**src/hdl/icd_defines.svh**
```systemverilog
/*
  Constants of the internal copy engine, channel one: register offsets,
  field positions, reset values and codes.
  Assumes a 32-bit APB register bus with word-aligned registers.
*/
// How it works
// - Copy reads use the source register with its two low bits forced to zero.
// - Fill writes the full 32-bit source value to every destination word.
// - Count bits 31..29 give arbitration rank, 0 most urgent, 7 least.
// - Count bit 28 set raises the done interrupt at completion.
// - Count bits 27..17 read as zero and ignore writes.
// - Count bit 16 chooses copy (0) or fill (1).
// - Zero length moves nothing, completes at once, interrupts if enabled.
// - A transfer queued behind a zero-length one starts without delay.
// - Status is read only; source, destination and count are read-write.
// - Running flag sets when a job starts its first read (copy) or write (fill), clears after last write.
// - Queued flag sets on a submit while running, clears with the running flag, one cycle before the queued job starts.
`ifndef ICD_DEFINES_SVH
`define ICD_DEFINES_SVH

// ==========================================================
// Register offsets
`define ICD_OFS_STATE   12'h000
`define ICD_OFS_SOURCE  12'h004
`define ICD_OFS_DEST    12'h008
`define ICD_OFS_COUNT   12'h00c

// ==========================================================
// Count register fields
`define ICD_RANK_HI     31
`define ICD_RANK_LO     29
`define ICD_IRQ_EN_BIT  28
`define ICD_FILL_BIT    16
`define ICD_LEN_HI      15
`define ICD_COUNT_MASK  32'hf001ffff

// ==========================================================
// Status bits and reset values
`define ICD_STAT_RUN    0
`define ICD_STAT_QUEUE  1
`define ICD_RST_WORD    32'h00000000

`endif

```
**src/hdl/icd_pkg.sv**
```systemverilog
/*
  Types of the internal copy engine, channel one.
  Assumes icd_defines.svh for the numbers.
*/
package icd_pkg;

	// ==========================================================
	// Engine states, one-hot
	typedef enum logic [3:0] {
		ICD_IDLE  = 4'b0001,
		ICD_READ  = 4'b0010,
		ICD_WRITE = 4'b0100,
		ICD_DONE  = 4'b1000
	} icd_state_e;

	// ==========================================================
	// One submitted transfer
	typedef struct packed {
		logic [31:0] source;
		logic [31:0] dest;
		logic [2:0]  rank;
		logic        irq_en;
		logic        fill;
		logic [15:0] length;
	} icd_job_s;

endpackage

```
**src/hdl/icd_job_if.sv**
```systemverilog
/*
  Interface carrying one submitted transfer from the register file to
  the engine, with the engine's acceptance strobe.
  Assumes a single clock domain.
*/
`timescale 1ns/1ns
interface icd_job_if;
	icd_pkg::icd_job_s job;
	logic              job_valid;
	logic              job_take;
	logic              running;

	modport regs (output job, output job_valid, input job_take, input running);
	modport eng  (input job, input job_valid, output job_take, output running);
endinterface

```
**src/hdl/icd_top.sv**
```systemverilog
/*
  Top of the copy engine, channel one: APB slave, register file and
  transfer engine; every output registered.
  Assumes memory controllers answer MEM_REQ with MEM_GNT in some cycle.
*/
`timescale 1ns/1ns
module icd_top (
	input  wire logic        CLK,
	input  wire logic        NRST,
	input  wire logic        CE,
	input  wire logic        PSEL,
	input  wire logic        PENABLE,
	input  wire logic        PWRITE,
	input  wire logic [11:0] PADDR,
	input  wire logic [31:0] PWDATA,
	output logic      [31:0] PRDATA,
	output logic             PREADY,
	output logic             PSLVERR,
	input  wire logic        MEM_GNT,
	input  wire logic [31:0] MEM_RDATA,
	output logic             MEM_REQ,
	output logic             MEM_WE,
	output logic      [31:0] MEM_ADDR,
	output logic      [31:0] MEM_WDATA,
	output logic      [2:0]  ARBITRATION_RANK,
	output logic             CHANNEL_ONE_DONE_IRQ
);
	icd_job_if   jb ();
	logic [31:0] prdata_next;
	logic        pslverr_next;
	logic        req_n;
	logic        we_n;
	logic [31:0] addr_n;
	logic [31:0] wdata_n;
	logic        done_n;
	logic [2:0]  rank_n;

	icd_regs u_regs (
		.clk          (CLK),
		.nrst         (NRST),
		.ce           (CE),
		.psel         (PSEL),
		.penable      (PENABLE),
		.pwrite       (PWRITE),
		.paddr        (PADDR),
		.pwdata       (PWDATA),
		.prdata_next  (prdata_next),
		.pslverr_next (pslverr_next),
		.jb           (jb.regs)
	);

	icd_engine u_eng (
		.clk            (CLK),
		.nrst           (NRST),
		.ce             (CE),
		.mem_gnt        (MEM_GNT && MEM_REQ),
		.mem_rdata      (MEM_RDATA),
		.mem_req_next   (req_n),
		.mem_we_next    (we_n),
		.mem_addr_next  (addr_n),
		.mem_wdata_next (wdata_n),
		.done_pulse     (done_n),
		.rank           (rank_n),
		.jb             (jb.eng)
	);

	// ==========================================================
	// APB answer: PREADY pulses in the cycle after setup, so no wait state
	always_ff @(posedge CLK or negedge NRST) begin
		if (!NRST) begin
			PREADY  <= 1'b0;
			PRDATA  <= 32'h00000000;
			PSLVERR <= 1'b0;
		end else if (CE) begin
			PREADY  <= PSEL && !PENABLE;
			PRDATA  <= prdata_next;
			PSLVERR <= pslverr_next && PSEL && !PENABLE;
		end
	end

	// ==========================================================
	// Registered memory port and interrupt; grant is qualified by MEM_REQ
	// because the registered request lags the engine state by one cycle
	always_ff @(posedge CLK or negedge NRST) begin
		if (!NRST) begin
			MEM_REQ              <= 1'b0;
			MEM_WE               <= 1'b0;
			MEM_ADDR             <= 32'h00000000;
			MEM_WDATA            <= 32'h00000000;
			ARBITRATION_RANK     <= 3'h0;
			CHANNEL_ONE_DONE_IRQ <= 1'b0;
		end else if (CE) begin
			MEM_REQ              <= req_n && !(MEM_GNT && MEM_REQ);
			MEM_WE               <= we_n;
			MEM_ADDR             <= addr_n;
			MEM_WDATA            <= wdata_n;
			ARBITRATION_RANK     <= rank_n;
			CHANNEL_ONE_DONE_IRQ <= done_n;
		end
	end
endmodule

```
**src/hdl/icd_regs.sv**
```systemverilog
/*
  APB register file of the copy engine: source, destination, count and
  status; holds one queued transfer.
  Assumes APB master timing and icd_defines.svh.
*/
`timescale 1ns/1ns
`include "icd_defines.svh"
module icd_regs (
	input  wire logic        clk,
	input  wire logic        nrst,
	input  wire logic        ce,
	input  wire logic        psel,
	input  wire logic        penable,
	input  wire logic        pwrite,
	input  wire logic [11:0] paddr,
	input  wire logic [31:0] pwdata,
	output logic      [31:0] prdata_next,
	output logic             pslverr_next,
	icd_job_if.regs          jb
);
	logic [31:0] source_reg;
	logic [31:0] dest_reg;
	logic [31:0] count_reg;
	logic        queued_reg;
	logic        wr;
	logic [31:0] count_w;

	assign wr      = psel && penable && pwrite;
	assign count_w = pwdata & `ICD_COUNT_MASK;

	// ==========================================================
	// Programmable registers, all read-write
	always_ff @(posedge clk or negedge nrst) begin
		if (!nrst) begin
			source_reg <= `ICD_RST_WORD;
			dest_reg   <= `ICD_RST_WORD;
			count_reg  <= `ICD_RST_WORD;
		end else if (ce && wr) begin
			if (paddr == `ICD_OFS_SOURCE) source_reg <= pwdata;
			if (paddr == `ICD_OFS_DEST)   dest_reg   <= pwdata;
			if (paddr == `ICD_OFS_COUNT)  count_reg  <= count_w;
		end
	end

	// ==========================================================
	// Submit on count write; a new submit beats the take of the old one
	always_ff @(posedge clk or negedge nrst) begin
		if (!nrst) begin
			queued_reg <= 1'b0;
		end else if (ce) begin
			if (wr && paddr == `ICD_OFS_COUNT)
				queued_reg <= 1'b1;
			else if (jb.job_take)
				queued_reg <= 1'b0;
		end
	end

	assign jb.job_valid = queued_reg;
	assign jb.job = '{source: source_reg, dest: dest_reg,
		rank: count_reg[`ICD_RANK_HI:`ICD_RANK_LO], irq_en: count_reg[`ICD_IRQ_EN_BIT],
		fill: count_reg[`ICD_FILL_BIT], length: count_reg[`ICD_LEN_HI:0]};

	// ==========================================================
	// Read mux; status shows queued only behind a running transfer
	always_comb begin
		prdata_next  = `ICD_RST_WORD;
		pslverr_next = 1'b0;
		unique case (paddr)
			`ICD_OFS_STATE: begin
				prdata_next[`ICD_STAT_RUN]   = jb.running;
				prdata_next[`ICD_STAT_QUEUE] = queued_reg && jb.running;
				pslverr_next = pwrite;
			end
			`ICD_OFS_SOURCE: prdata_next = source_reg;
			`ICD_OFS_DEST:   prdata_next = dest_reg;
			`ICD_OFS_COUNT:  prdata_next = count_reg;
			default:         pslverr_next = 1'b1;
		endcase
	end
endmodule

```
**src/hdl/icd_engine.sv**
```systemverilog
/*
  Transfer engine: takes a submitted job, reads or fills word by word and
  writes the destination over a simple request/grant memory port.
  Assumes memory read data arrives in the cycle the read is granted.
*/
`timescale 1ns/1ns
`include "icd_defines.svh"
module icd_engine (
	input  wire logic        clk,
	input  wire logic        nrst,
	input  wire logic        ce,
	input  wire logic        mem_gnt,
	input  wire logic [31:0] mem_rdata,
	output logic             mem_req_next,
	output logic             mem_we_next,
	output logic      [31:0] mem_addr_next,
	output logic      [31:0] mem_wdata_next,
	output logic             done_pulse,
	output logic      [2:0]  rank,
	icd_job_if.eng           jb
);
	icd_pkg::icd_state_e state_reg;
	icd_pkg::icd_job_s   cur_reg;
	logic [31:0]         src_reg;
	logic [31:0]         dst_reg;
	logic [13:0]         words_reg;
	logic [31:0]         data_reg;
	logic                start;

	// Idle or just finished: a queued job starts at once, even after zero length
	assign start        = jb.job_valid && (state_reg == icd_pkg::ICD_IDLE
		|| state_reg == icd_pkg::ICD_DONE);
	assign jb.job_take  = ce && start;
	assign jb.running   = (state_reg == icd_pkg::ICD_READ) || (state_reg == icd_pkg::ICD_WRITE);
	assign rank         = cur_reg.rank;

	// ==========================================================
	// Sequencer
	always_ff @(posedge clk or negedge nrst) begin
		if (!nrst) begin
			state_reg <= icd_pkg::ICD_IDLE;
			cur_reg   <= '0;
			src_reg   <= `ICD_RST_WORD;
			dst_reg   <= `ICD_RST_WORD;
			words_reg <= 14'h0000;
			data_reg  <= `ICD_RST_WORD;
		end else if (ce) begin
			unique case (state_reg)
				icd_pkg::ICD_IDLE, icd_pkg::ICD_DONE: begin
					if (start) begin
						cur_reg   <= jb.job;
						src_reg   <= {jb.job.source[31:2], 2'b00};
						dst_reg   <= {jb.job.dest[31:2], 2'b00};
						words_reg <= jb.job.length[15:2];
						data_reg  <= jb.job.source;
						if (jb.job.length[15:2] == 14'h0000)
							state_reg <= icd_pkg::ICD_DONE;
						else if (jb.job.fill)
							state_reg <= icd_pkg::ICD_WRITE;
						else
							state_reg <= icd_pkg::ICD_READ;
					end else begin
						state_reg <= icd_pkg::ICD_IDLE;
					end
				end
				icd_pkg::ICD_READ: begin
					if (mem_gnt) begin
						data_reg  <= mem_rdata;
						src_reg   <= src_reg + 32'h00000004;
						state_reg <= icd_pkg::ICD_WRITE;
					end
				end
				icd_pkg::ICD_WRITE: begin
					if (mem_gnt) begin
						dst_reg   <= dst_reg + 32'h00000004;
						words_reg <= words_reg - 14'h0001;
						if (words_reg == 14'h0001)
							state_reg <= icd_pkg::ICD_DONE;
						else if (!cur_reg.fill)
							state_reg <= icd_pkg::ICD_READ;
					end
				end
			endcase
		end
	end

	// ==========================================================
	// Memory request decode and completion
	always_comb begin
		mem_req_next   = jb.running;
		mem_we_next    = state_reg == icd_pkg::ICD_WRITE;
		mem_addr_next  = mem_we_next ? dst_reg : src_reg;
		mem_wdata_next = data_reg;
		done_pulse     = ce && state_reg == icd_pkg::ICD_DONE && cur_reg.irq_en;
	end
endmodule

```
**config.mk**
```make
export PLATFORM = sky130hd
export DESIGN_NAME = icd_top
export DESIGN_NICKNAME = d
export VERILOG_FILES = /design/src/hdl/icd_pkg.sv /design/src/hdl/icd_job_if.sv /design/src/hdl/icd_top.sv /design/src/hdl/icd_regs.sv /design/src/hdl/icd_engine.sv
export VERILOG_INCLUDE_DIRS = /design/src /design/src/hdl
export SDC_FILE = /design/constraint.sdc
export NUM_CORES = 1
export LEC_CHECK = 0
export BUFFER_PORTS_ARGS = -buffer_cell sky130_fd_sc_hd__buf_4
export CAP_MARGIN = 10
export CORE_MARGIN = 1.5
export CORE_UTILIZATION = 54
export CTS_BUF_LIST = sky130_fd_sc_hd__clkbuf_8
export CTS_CLUSTER_DIAMETER = 150
export DETAILED_ROUTE_END_ITERATION = 8
export PLACE_DENSITY = 0.78
export SLEW_MARGIN = 10
export SYNTH_ARGS = -nofsm -noshare
export SYNTH_HDL_FRONTEND = slang
export SYNTH_SLANG_ARGS = --single-unit
```
**constraint.sdc**
```tcl
create_clock -name CLK -period 2.5 [get_ports CLK]
set_clock_uncertainty 0.15 [all_clocks]
set_input_delay 0.5 -clock CLK [delete_from_list [all_inputs] [get_ports CLK]]
set_output_delay 0.5 -clock CLK [all_outputs]
set_load 0.005 [all_outputs]
```
Word-level counts from Yosys, hierarchy flattened
Cells that the tools add are included.
Operators by class
  add/sub/neg operators: 3
  reductions and logical operators: 33
  equal/unequal tests: 12
  multiplexer cells: 26
Operators with widths (number)
  32-bit 2-to-1 mux: 7
  32-bit one-hot mux with 2 select lines: 3
  30-bit one-hot mux with 3 select lines: 1
  32-bit by 3-bit adder with 32-bit output (second input constant): 2
  14-bit 2-to-1 mux: 2
  14-bit one-hot mux with 2 select lines: 1
  12-bit by 4-bit equality test with 1-bit output (second input constant): 2
  4-bit 2-to-1 mux: 6
  14-bit by 1-bit equality test with 1-bit output (second input constant): 1
  1-bit logical AND: 14
  14-bit zero test: 1
  14-bit by 1-bit subtractor with 14-bit output (second input constant): 1
  12-bit by 3-bit equality test with 1-bit output (second input constant): 1
  12-bit zero test: 1
  4-bit one-hot mux with 3 select lines: 1
  4-bit AND reduction: 3
  2-bit one-hot mux with 4 select lines: 1
  2-bit AND reduction: 4
  2-bit by 1-bit != test with 1-bit output (second input constant): 3
  2-bit nonzero test: 3
  4-bit by 1-bit equality test with 1-bit output (second input constant): 1
  4-bit by 2-bit equality test with 1-bit output (second input constant): 1
  4-bit by 3-bit equality test with 1-bit output (second input constant): 1
  4-bit equality test (second input constant): 1
  other kinds (9): 12
Word-level totals
  output and inout port bits: 104
  bits of input ports: 83
  register bits after elaboration: 309

Logic depth before layout (Yosys ltp)
Gate-level depths: netlist of run 1.
  depth in word-level cells: 6
  mapped depth: 9
  depth with buffers taken out: 7

Modules after synthesis
A second synthesis of run 1 with hierarchy kept.
Unflattened totals
  cell total of the unflattened synthesis: 1421
  area total of the unflattened synthesis: 15051.9 µm²
Modules (own cells, without submodules)
  icd_engine: area each 7015.5 µm², cells each 899, sequential area each 2879.0 µm², instances 1
  icd_regs: area each 4061.4 µm², cells each 295, sequential area each 2152.1 µm², instances 1
  icd_top: area each 3975.1 µm², cells each 227, sequential area each 2602.5 µm², instances 1

Least setup slack after synthesis of run 1
OpenSTA, ideal clock, no wires.
  kind: flip-flop to flip-flop
  start: register u_eng.state_reg[0]
  end: register u_eng.dst_reg[20]
  path slack: -0.039 ns
  arrival time: 2.268 ns
  period minus slack after synthesis: 2.539 ns
  library setup time: 0.121 ns
  data required time: 2.229 ns
  stages on the path, launching flop included: 8
  cells stage by stage: dfstp_2 > buf_6 > or4b_4 > buf_6 > or3_1 > or3_4 > o32a_1 > o22a_1
On the way
  cells in the longest elaborated chain, start to end: 5
  elaborated cells between the ends (all ways): 11
RTL lines
  start, declared: RTL line icd_engine.sv:22  | icd_pkg::icd_state_e state_reg;
  start signal, assigned: RTL line icd_engine.sv:41  | state_reg <= icd_pkg::ICD_IDLE;
  start signal, assigned: RTL line icd_engine.sv:57  | state_reg <= icd_pkg::ICD_DONE;
  start signal, assigned: RTL line icd_engine.sv:59  | state_reg <= icd_pkg::ICD_WRITE;
  4-bit by 1-bit equality test with 1-bit output / 4-bit equality test (equally long branches): RTL line icd_engine.sv:31, icd_engine.sv:48, icd_engine.sv:32
  1-bit logical OR: RTL line icd_engine.sv:32  | || state_reg == icd_pkg::ICD_DONE);
  1-bit logical AND: RTL line icd_engine.sv:31  | assign start = jb.job_valid && (state_reg == icd_pkg::ICD_IDLE
  2-bit by 1-bit != test with 1-bit output (no source line)
  4-bit AND reduction (no source line)
  end signal, assigned: RTL line icd_engine.sv:44  | dst_reg <= `ICD_RST_WORD;
  end signal, assigned: RTL line icd_engine.sv:53  | dst_reg <= {jb.job.dest[31:2], 2'b00};
  end signal, assigned: RTL line icd_engine.sv:75  | dst_reg <= dst_reg + 32'h00000004;
  end, declared: RTL line icd_engine.sv:25  | logic [31:0] dst_reg;
Parallel ways exist; a longest one is shown, timed or not.
A chain may end at the register's enable or synchronous reset.

Final worst setup path of run 1
  start: register u_eng.state_reg[1]
  end: register u_eng.dst_reg[20]
The elaborated chain is that of the path after synthesis.

==> impl_metrics.toml, run 1 <==
[finish]
stdcell_area_um2 = 17300
final_common_cell = "dfrtp_1"
layout_common_cells = "dfrtp_1, buf_4, nand2_1"
drive_gt1_share_pct = 27.9
area_growth_pct = 21.6
nFillCells = 2020
layout.nets = 1689
n_antenna_cell = 0

[placement]
gp_congestion = 0.885
hpwl_um = 27800
placed_cell_area_um2 = 16200
preCtsSetupSlack_ns = 0.0697
io_buffers = 184

[pwr]
powerDensity_nw_per_um2 = 719
p_int_w = 0.00904
p_switching_w = 0.00338
swShare_pct = 27.2
ir_drop_uv = 488
clkPwrFrac_pct = 34.7
p_seq_share_pct = 50.1
pwr-share-comb_pct = 15.2
p_leak_nw = 7.88

[grt]
overflow = 0
track_usage_pct = 30.0
antenna_found_initial = 1
grt_pass1_vias = 11600
grt_max_degree = 73
grt_pass1_wl_um = 63300

[yosys]
ys_ff_latch = 303
synth_enable_flop_cells = 0
synth_cell_types = 60
synthesis.area_um2 = 14200
synthCells = 1417
synthMuxAreaShare_pct = 11.6
synth_fa_ha_area_share_pct = 0.352
synth-seq-area-share_pct = 53.4
synth_top_family_by_area = "compound AO/OA/AOI/OAI gates"
synth-simple-area-share_pct = 14.3
yosys_warnings = 0
synth_compound_gate_area_share_pct = 15.9
ys.flop_type = "dfrtp_1"
synth_xor_xnor_area_share_pct = 0.123
synth_area_per_cell_um2 = 10.0
asyncSetResetFlopFracSynth_pct = 100

[timing]
fin_ws_ns = 0.113
fin_crit_ns = 2.39
rsz0062_at_grt = "false"
slew_headroom_pct = 57.8
min_period_over_period_pct = 95.5
timing.fmax_mhz = 419
worst_slew_pin_slew_ns = 0.633
hold_viol = 0
finalSetupViolations = 0
drv_slew = 0

[min_path]
min_path_type = "primary input to flop"

[die]
fp-row-count = 59
dieArea_um2 = 27300
initial_core_util_pct = 54.8
die-height_um = 165
dieWidth_um = 165
core_um2 = 25900
io_pins = 187

[worst_setup_path]
arrival_ns = 2.68
end_kind = "flop"
reg2reg_slack_ns = 0.11
critical_path_peak_fanout = 4
required_ns = 2.80
worstSetupPathType = "flop to flop"
start_kind = "flop"

[detailed_routing]
post-route-drc-count = 0
dr_total_vias = 12100
detail_route.wl_per_cell_um = 20.4
drtIter0Drc = 1345
ant_nets = 0
routed_wl_um = 40300
drtPass1Iterations = 6
routed_via_density = 6.13

[clocking]
htreeDepth = 2
cts_root_buffer = "clkbuf_8"
clk_pin_slew_ns = 0.06
clock_latency_ns = 0.57
post_cts_buffers = 0
clockBufferDepth = 3
numClockSinks = 303
cts_tree = "yes"
cts_inserted_buffers = 48

[run_status]
status = "finished, final reports clean"

[run]
maxCapViolations = 0
[cells by family (layout without fill, tap and decap cells)]
logic type               count (synthesis)  after routing
AND/OR/NAND/NOR                        452            452
AO/OA/AOI/OAI                          353            353
flip-flops                             303            303
buffers and inverters                  153            372
multiplexers                           149            149
adder cells (fa/ha/maj)                  4              4
XOR/XNOR                                 2              2
other                                    1              2
[cells in the mapped netlist, types with 16 or more instances]
| cell type | instances | share of area, % |
|---|---|---|
| nor2_1 | 144 | 3.8 |
| mux2_2 | 130 | 10 |
| clkbuf_1 | 88 | 2.3 |
| a2bb2oi_1 | 29 | 1.8 |
| nor4_1 | 16 | 0.70 |
| a31oi_1 | 69 | 3.0 |
| mux2i_1 | 19 | 1.3 |
| dfrtp_1 | 302 | 53 |
| nand4_1 | 20 | 0.88 |
| inv_1 | 46 | 1.2 |
| o22ai_1 | 55 | 2.4 |
| nand2_1 | 166 | 4.4 |
| a21oi_1 | 89 | 3.1 |
| o21ai_0 | 36 | 1.3 |
| nand3_1 | 47 | 1.7 |
[final timing paths]
kind | start | endpoint | cells after the start
setup / recovery | u_eng.state_reg[1]$_DFFE_PN0P_ | u_eng.dst_reg[20]$_DFFE_PN0P_ | 5
hold / removal | PWDATA[23] | u_regs.source_reg[23]$_DFFE_PN0P_ | 2
min in group asynchronous | NRST | MEM_WDATA[1]$_DFFE_PN0P_ | 2
max in group asynchronous | NRST | MEM_ADDR[7]$_DFFE_PN0P_ | 3
setup reg to reg | u_eng.state_reg[1]$_DFFE_PN0P_ | u_eng.dst_reg[20]$_DFFE_PN0P_ | 5
hold reg to reg | u_eng.mem_wdata_next[3]$_DFFE_PN0P_ | u_eng.mem_wdata_next[3]$_DFFE_PN0P_ | 2
[cell type report]
type	count	area [um2]	share of cell area, %
clock buffers	67	922	5.34
clock inverters	18	78.8	0.456
inverters	46	173	1.00
multi-input cells	962	6070	35.2
flip-flops and latches	303	7580	43.9
well taps	335	419	2.43
repair buffers	241	2020	11.7
[power by group through the flow]
stage | sequential [W] | combinational [W] | clock [W]
2_1_floorplan | 0.00613 | 0.000947 | 0
3_3_place_gp | 0.00626 | 0.00183 | 0
3_5_place_dp | 0.00629 | 0.00189 | 0
4_1_cts | 0.00621 | 0.00190 | 0.00436
5_1_grt | 0.00631 | 0.00212 | 0.00459
6_report | 0.00623 | 0.00189 | 0.00430
[timing repair]
action                                  CTS  global route
endpoints found under the setup margin    0             5
hold buffers                              2             0
hold endpoints to repair                 54             0
resized for setup                         0             2
[metal layers]
metal  vias to the layer above  global-route usage (%)  part of all wire (%)
li1                       5513                       -                     -
met2                       567                    45.3                    45
met3                       108                    6.94                   9.3
met5                         -                       0                 0.035
met4                         2                    12.0                   3.6
met1                      5905                    42.0                    42
[through the flow]
step                      total power, W  utilization, %  TNS (ns)  hold WS (ns)  cells
after detailed placement         0.00819            62.7         0         0.325   1885
after global placement           0.00808            62.7         0         0.316   1885
after CTS                         0.0125            66.6         0       0.00380   1972
after global routing              0.0130            66.7         0        0.0159   1972
final                             0.0124            66.7         0        0.0299   1972
after floorplan                  0.00708               -   -0.0379        0.0544   1418
[critical path, stage by stage (launching register included)]
cell,delay [ns]
dfrtp_1,0.38
or4b_4,0.56
or3_1,0.34
or3_4,0.36
o32a_1,0.30
o22a_1,0.17
Power figures use the tool's default switching activity.
==> run 2, diff against run 1 <==
--- a/config.mk
+++ b/config.mk
@@ -9,11 +9,10 @@
 export BUFFER_PORTS_ARGS = -buffer_cell sky130_fd_sc_hd__buf_4
 export CAP_MARGIN = 10
 export CORE_MARGIN = 1.5
-export CORE_UTILIZATION = 54
-export CTS_BUF_LIST = sky130_fd_sc_hd__clkbuf_8
+export CORE_UTILIZATION = 52
 export CTS_CLUSTER_DIAMETER = 150
 export DETAILED_ROUTE_END_ITERATION = 8
-export PLACE_DENSITY = 0.78
+export PLACE_DENSITY = 0.76
 export SLEW_MARGIN = 10
 export SYNTH_ARGS = -nofsm -noshare
 export SYNTH_HDL_FRONTEND = slang
==> run 2 against run 1 <==
Setup slack lost 0.066 ns. Cell area grew 1.3%. Combinational power about the same. Critical endpoint unchanged. Global-route usage down 0.78 points. Largest power group unchanged. Non-clock buffer count decreased by 2. Die area rose by 3.8%. Critical path depth stayed put. Critical path type unchanged. Flip-flop and latch count unchanged. Maximum frequency down 2.7%. Clock power grew 24%.
==> impl_metrics.toml, run 2 (synthesis gave the netlist of run 1 again) <==
[worst_setup_path]
arrival_ns = 2.69
end_kind = "flop"
required_ns = 2.73
worstSetupPathType = "flop to flop"
crit_buf_inv = 0
crit_chain = "or4b_4 -> or3_1 -> or3_4 -> o32a_1 -> o22a_1"
path_depth = 5
critPathLaunch = "u_eng.state_reg[1]$_DFFE_PN0P_"
slowest_delay_ns = 0.56
worstReg2RegStart = "u_eng.state_reg[1]$_DFFE_PN0P_"
critical_path_peak_fanout = 4
slowest_stage = "or4b_4"
cp_top_family = "simple AND/OR/NAND/NOR gates"
reg2reg_depth = 5
start_kind = "flop"

[timing]
finalSetupViolations = 0
fin_ws_ns = 0.0462
hold_viol = 0
worst_slew_pin_slew_ns = 0.628
drv_slew = 0
min_period_over_period_pct = 98.2
timing.hold.ws_ns = 0.0964
timing.fmax_mhz = 408
slew_headroom_pct = 58.1
fin_crit_ns = 2.45

[grt]
grt_max_degree = 64
grt_pass1_wl_um = 65300
track_usage_pct = 29.3
grt_pass1_vias = 11600
antenna_found_initial = 0
overflow = 0

[clocking]
post_cts_buffers = 0
cts_tree = "yes"
htreeDepth = 2
cts_root_buffer = "clkbuf_16"
clk_pin_slew_ns = 0.06
clock_latency_ns = 0.51
clockBufferDepth = 3
cts_inserted_buffers = 34
numClockSinks = 303

[finish]
drive_gt1_share_pct = 27.2
final_common_cell = "dfrtp_1"
n_antenna_cell = 0
layout.nets = 1673
stdcell_count = 1950
layout_common_cells = "dfrtp_1, buf_4, nand2_1"
area_growth_pct = 23.2

[run_status]
status = "finished, final reports clean"

[detailed_routing]
dr_total_vias = 12000
routed_via_density = 6.16
routed_wl_um = 41100
drtIter0Drc = 1505
detail_route.wl_per_cell_um = 21.1
post-route-drc-count = 0
drtPass1Iterations = 5
ant_nets = 0

[run]
maxCapViolations = 0

[die]
fp-row-count = 60
io_pins = 187
dieArea_um2 = 28300
initial_core_util_pct = 52.9
dieWidth_um = 168
die-height_um = 168
core_um2 = 26900

[placement]
io_buffers = 184
dp_cells = 1890
hpwl_um = 28300
gp_congestion = 0.915
preCtsSetupSlack_ns = 0.0442

[pwr]
powerDensity_nw_per_um2 = 769
ir_drop_uv = 445
p_leak_nw = 7.89

[min_path]
min_path_type = "primary input to flop"
holdCritStartpoint = "PWDATA[18]"
hold_depth = 2
==> run 2: cell types whose count changed in the layout (fill, tap and decap cells not counted), moves of 4 or more <==
cell / previous run / this run
clkbuf_1: 0 / 5
clkbuf_8: 67 / 8
bufinv_16: 0 / 4
buf_4: 222 / 218
clkbuf_16: 0 / 37
inv_1: 58 / 46
==> run 2: power breakdown <==
group | switching, W | total (W) | internal [W]
logic | 0.000834 | 0.00189 | 0.00105
clock network | 0.00199 | 0.00532 | 0.00333
registers | 0.000618 | 0.00623 | 0.00562
total | 0.00344 | 0.0134 | 0.0100
==> run 2: worst reg2reg max path, cell delays in order, from the launching register on <==
cell	delay [ns]
dfrtp_1	0.39
or4b_4	0.56
or3_1	0.35
or3_4	0.43
o32a_1	0.30
o22a_1	0.17
==> run 2: worst paths after layout <==
check / end / slack (ns)
setup / recovery: u_eng.dst_reg[20]$_DFFE_PN0P_ / 0.05
hold / removal: u_regs.source_reg[18]$_DFFE_PN0P_ / 0.1
setup reg to reg: u_eng.dst_reg[20]$_DFFE_PN0P_ / 0.05
hold reg to reg: u_eng.mem_wdata_next[3]$_DFFE_PN0P_ / 0.34
max in group asynchronous: u_eng.words_reg[8]$_DFFE_PN0P_ / 1.17
min in group asynchronous: MEM_WDATA[1]$_DFFE_PN0P_ / 0.34
==> run 2: area by class of cell <==
class | count | area, um2
Clock inverter | 9 | 149
Fill cell | 2119 | 9380
Sequential cell | 303 | 7580
Multi-Input combinational cell | 962 | 6080
Tap cell | 341 | 427
Inverter | 46 | 173
Clock buffer | 50 | 1050
Timing Repair Buffer | 239 | 2030
==> run 2: metal layers <==
layer,part of all wire [%],up-vias,global-route usage (%)
li1,-,5461,-
met1,44,5916,42.1
met2,46,535,45.6
met3,7.3,93,4.56
met4,3.1,0,9.59
met5,0,-,0
==> run 2: stage by stage <==
| stage | area, um2 | utilization (%) | TNS, ns | power [W] |
|---|---|---|---|---|
| detailed placement | 16300 | 60.5 | 0 | 0.00818 |
| finish | 17500 | 65.1 | 0 | 0.0134 |
| global placement | 16300 | 60.5 | 0 | 0.00809 |
| floorplan | 14200 | - | -0.0379 | 0.00708 |
| global route | 17500 | 65.1 | -0.0113 | 0.0140 |
| CTS | 17500 | 65.0 | 0 | 0.0135 |
==> run 2: repair_timing <==
| action | 4_1_cts | 5_1_grt |
|---|---|---|
| endpoints found under the setup margin | 0 | 24 |
| hold buffers | 1 | 0 |
| gates resized for setup | 0 | 5 |
| endpoints found under the hold margin | 31 | 0 |
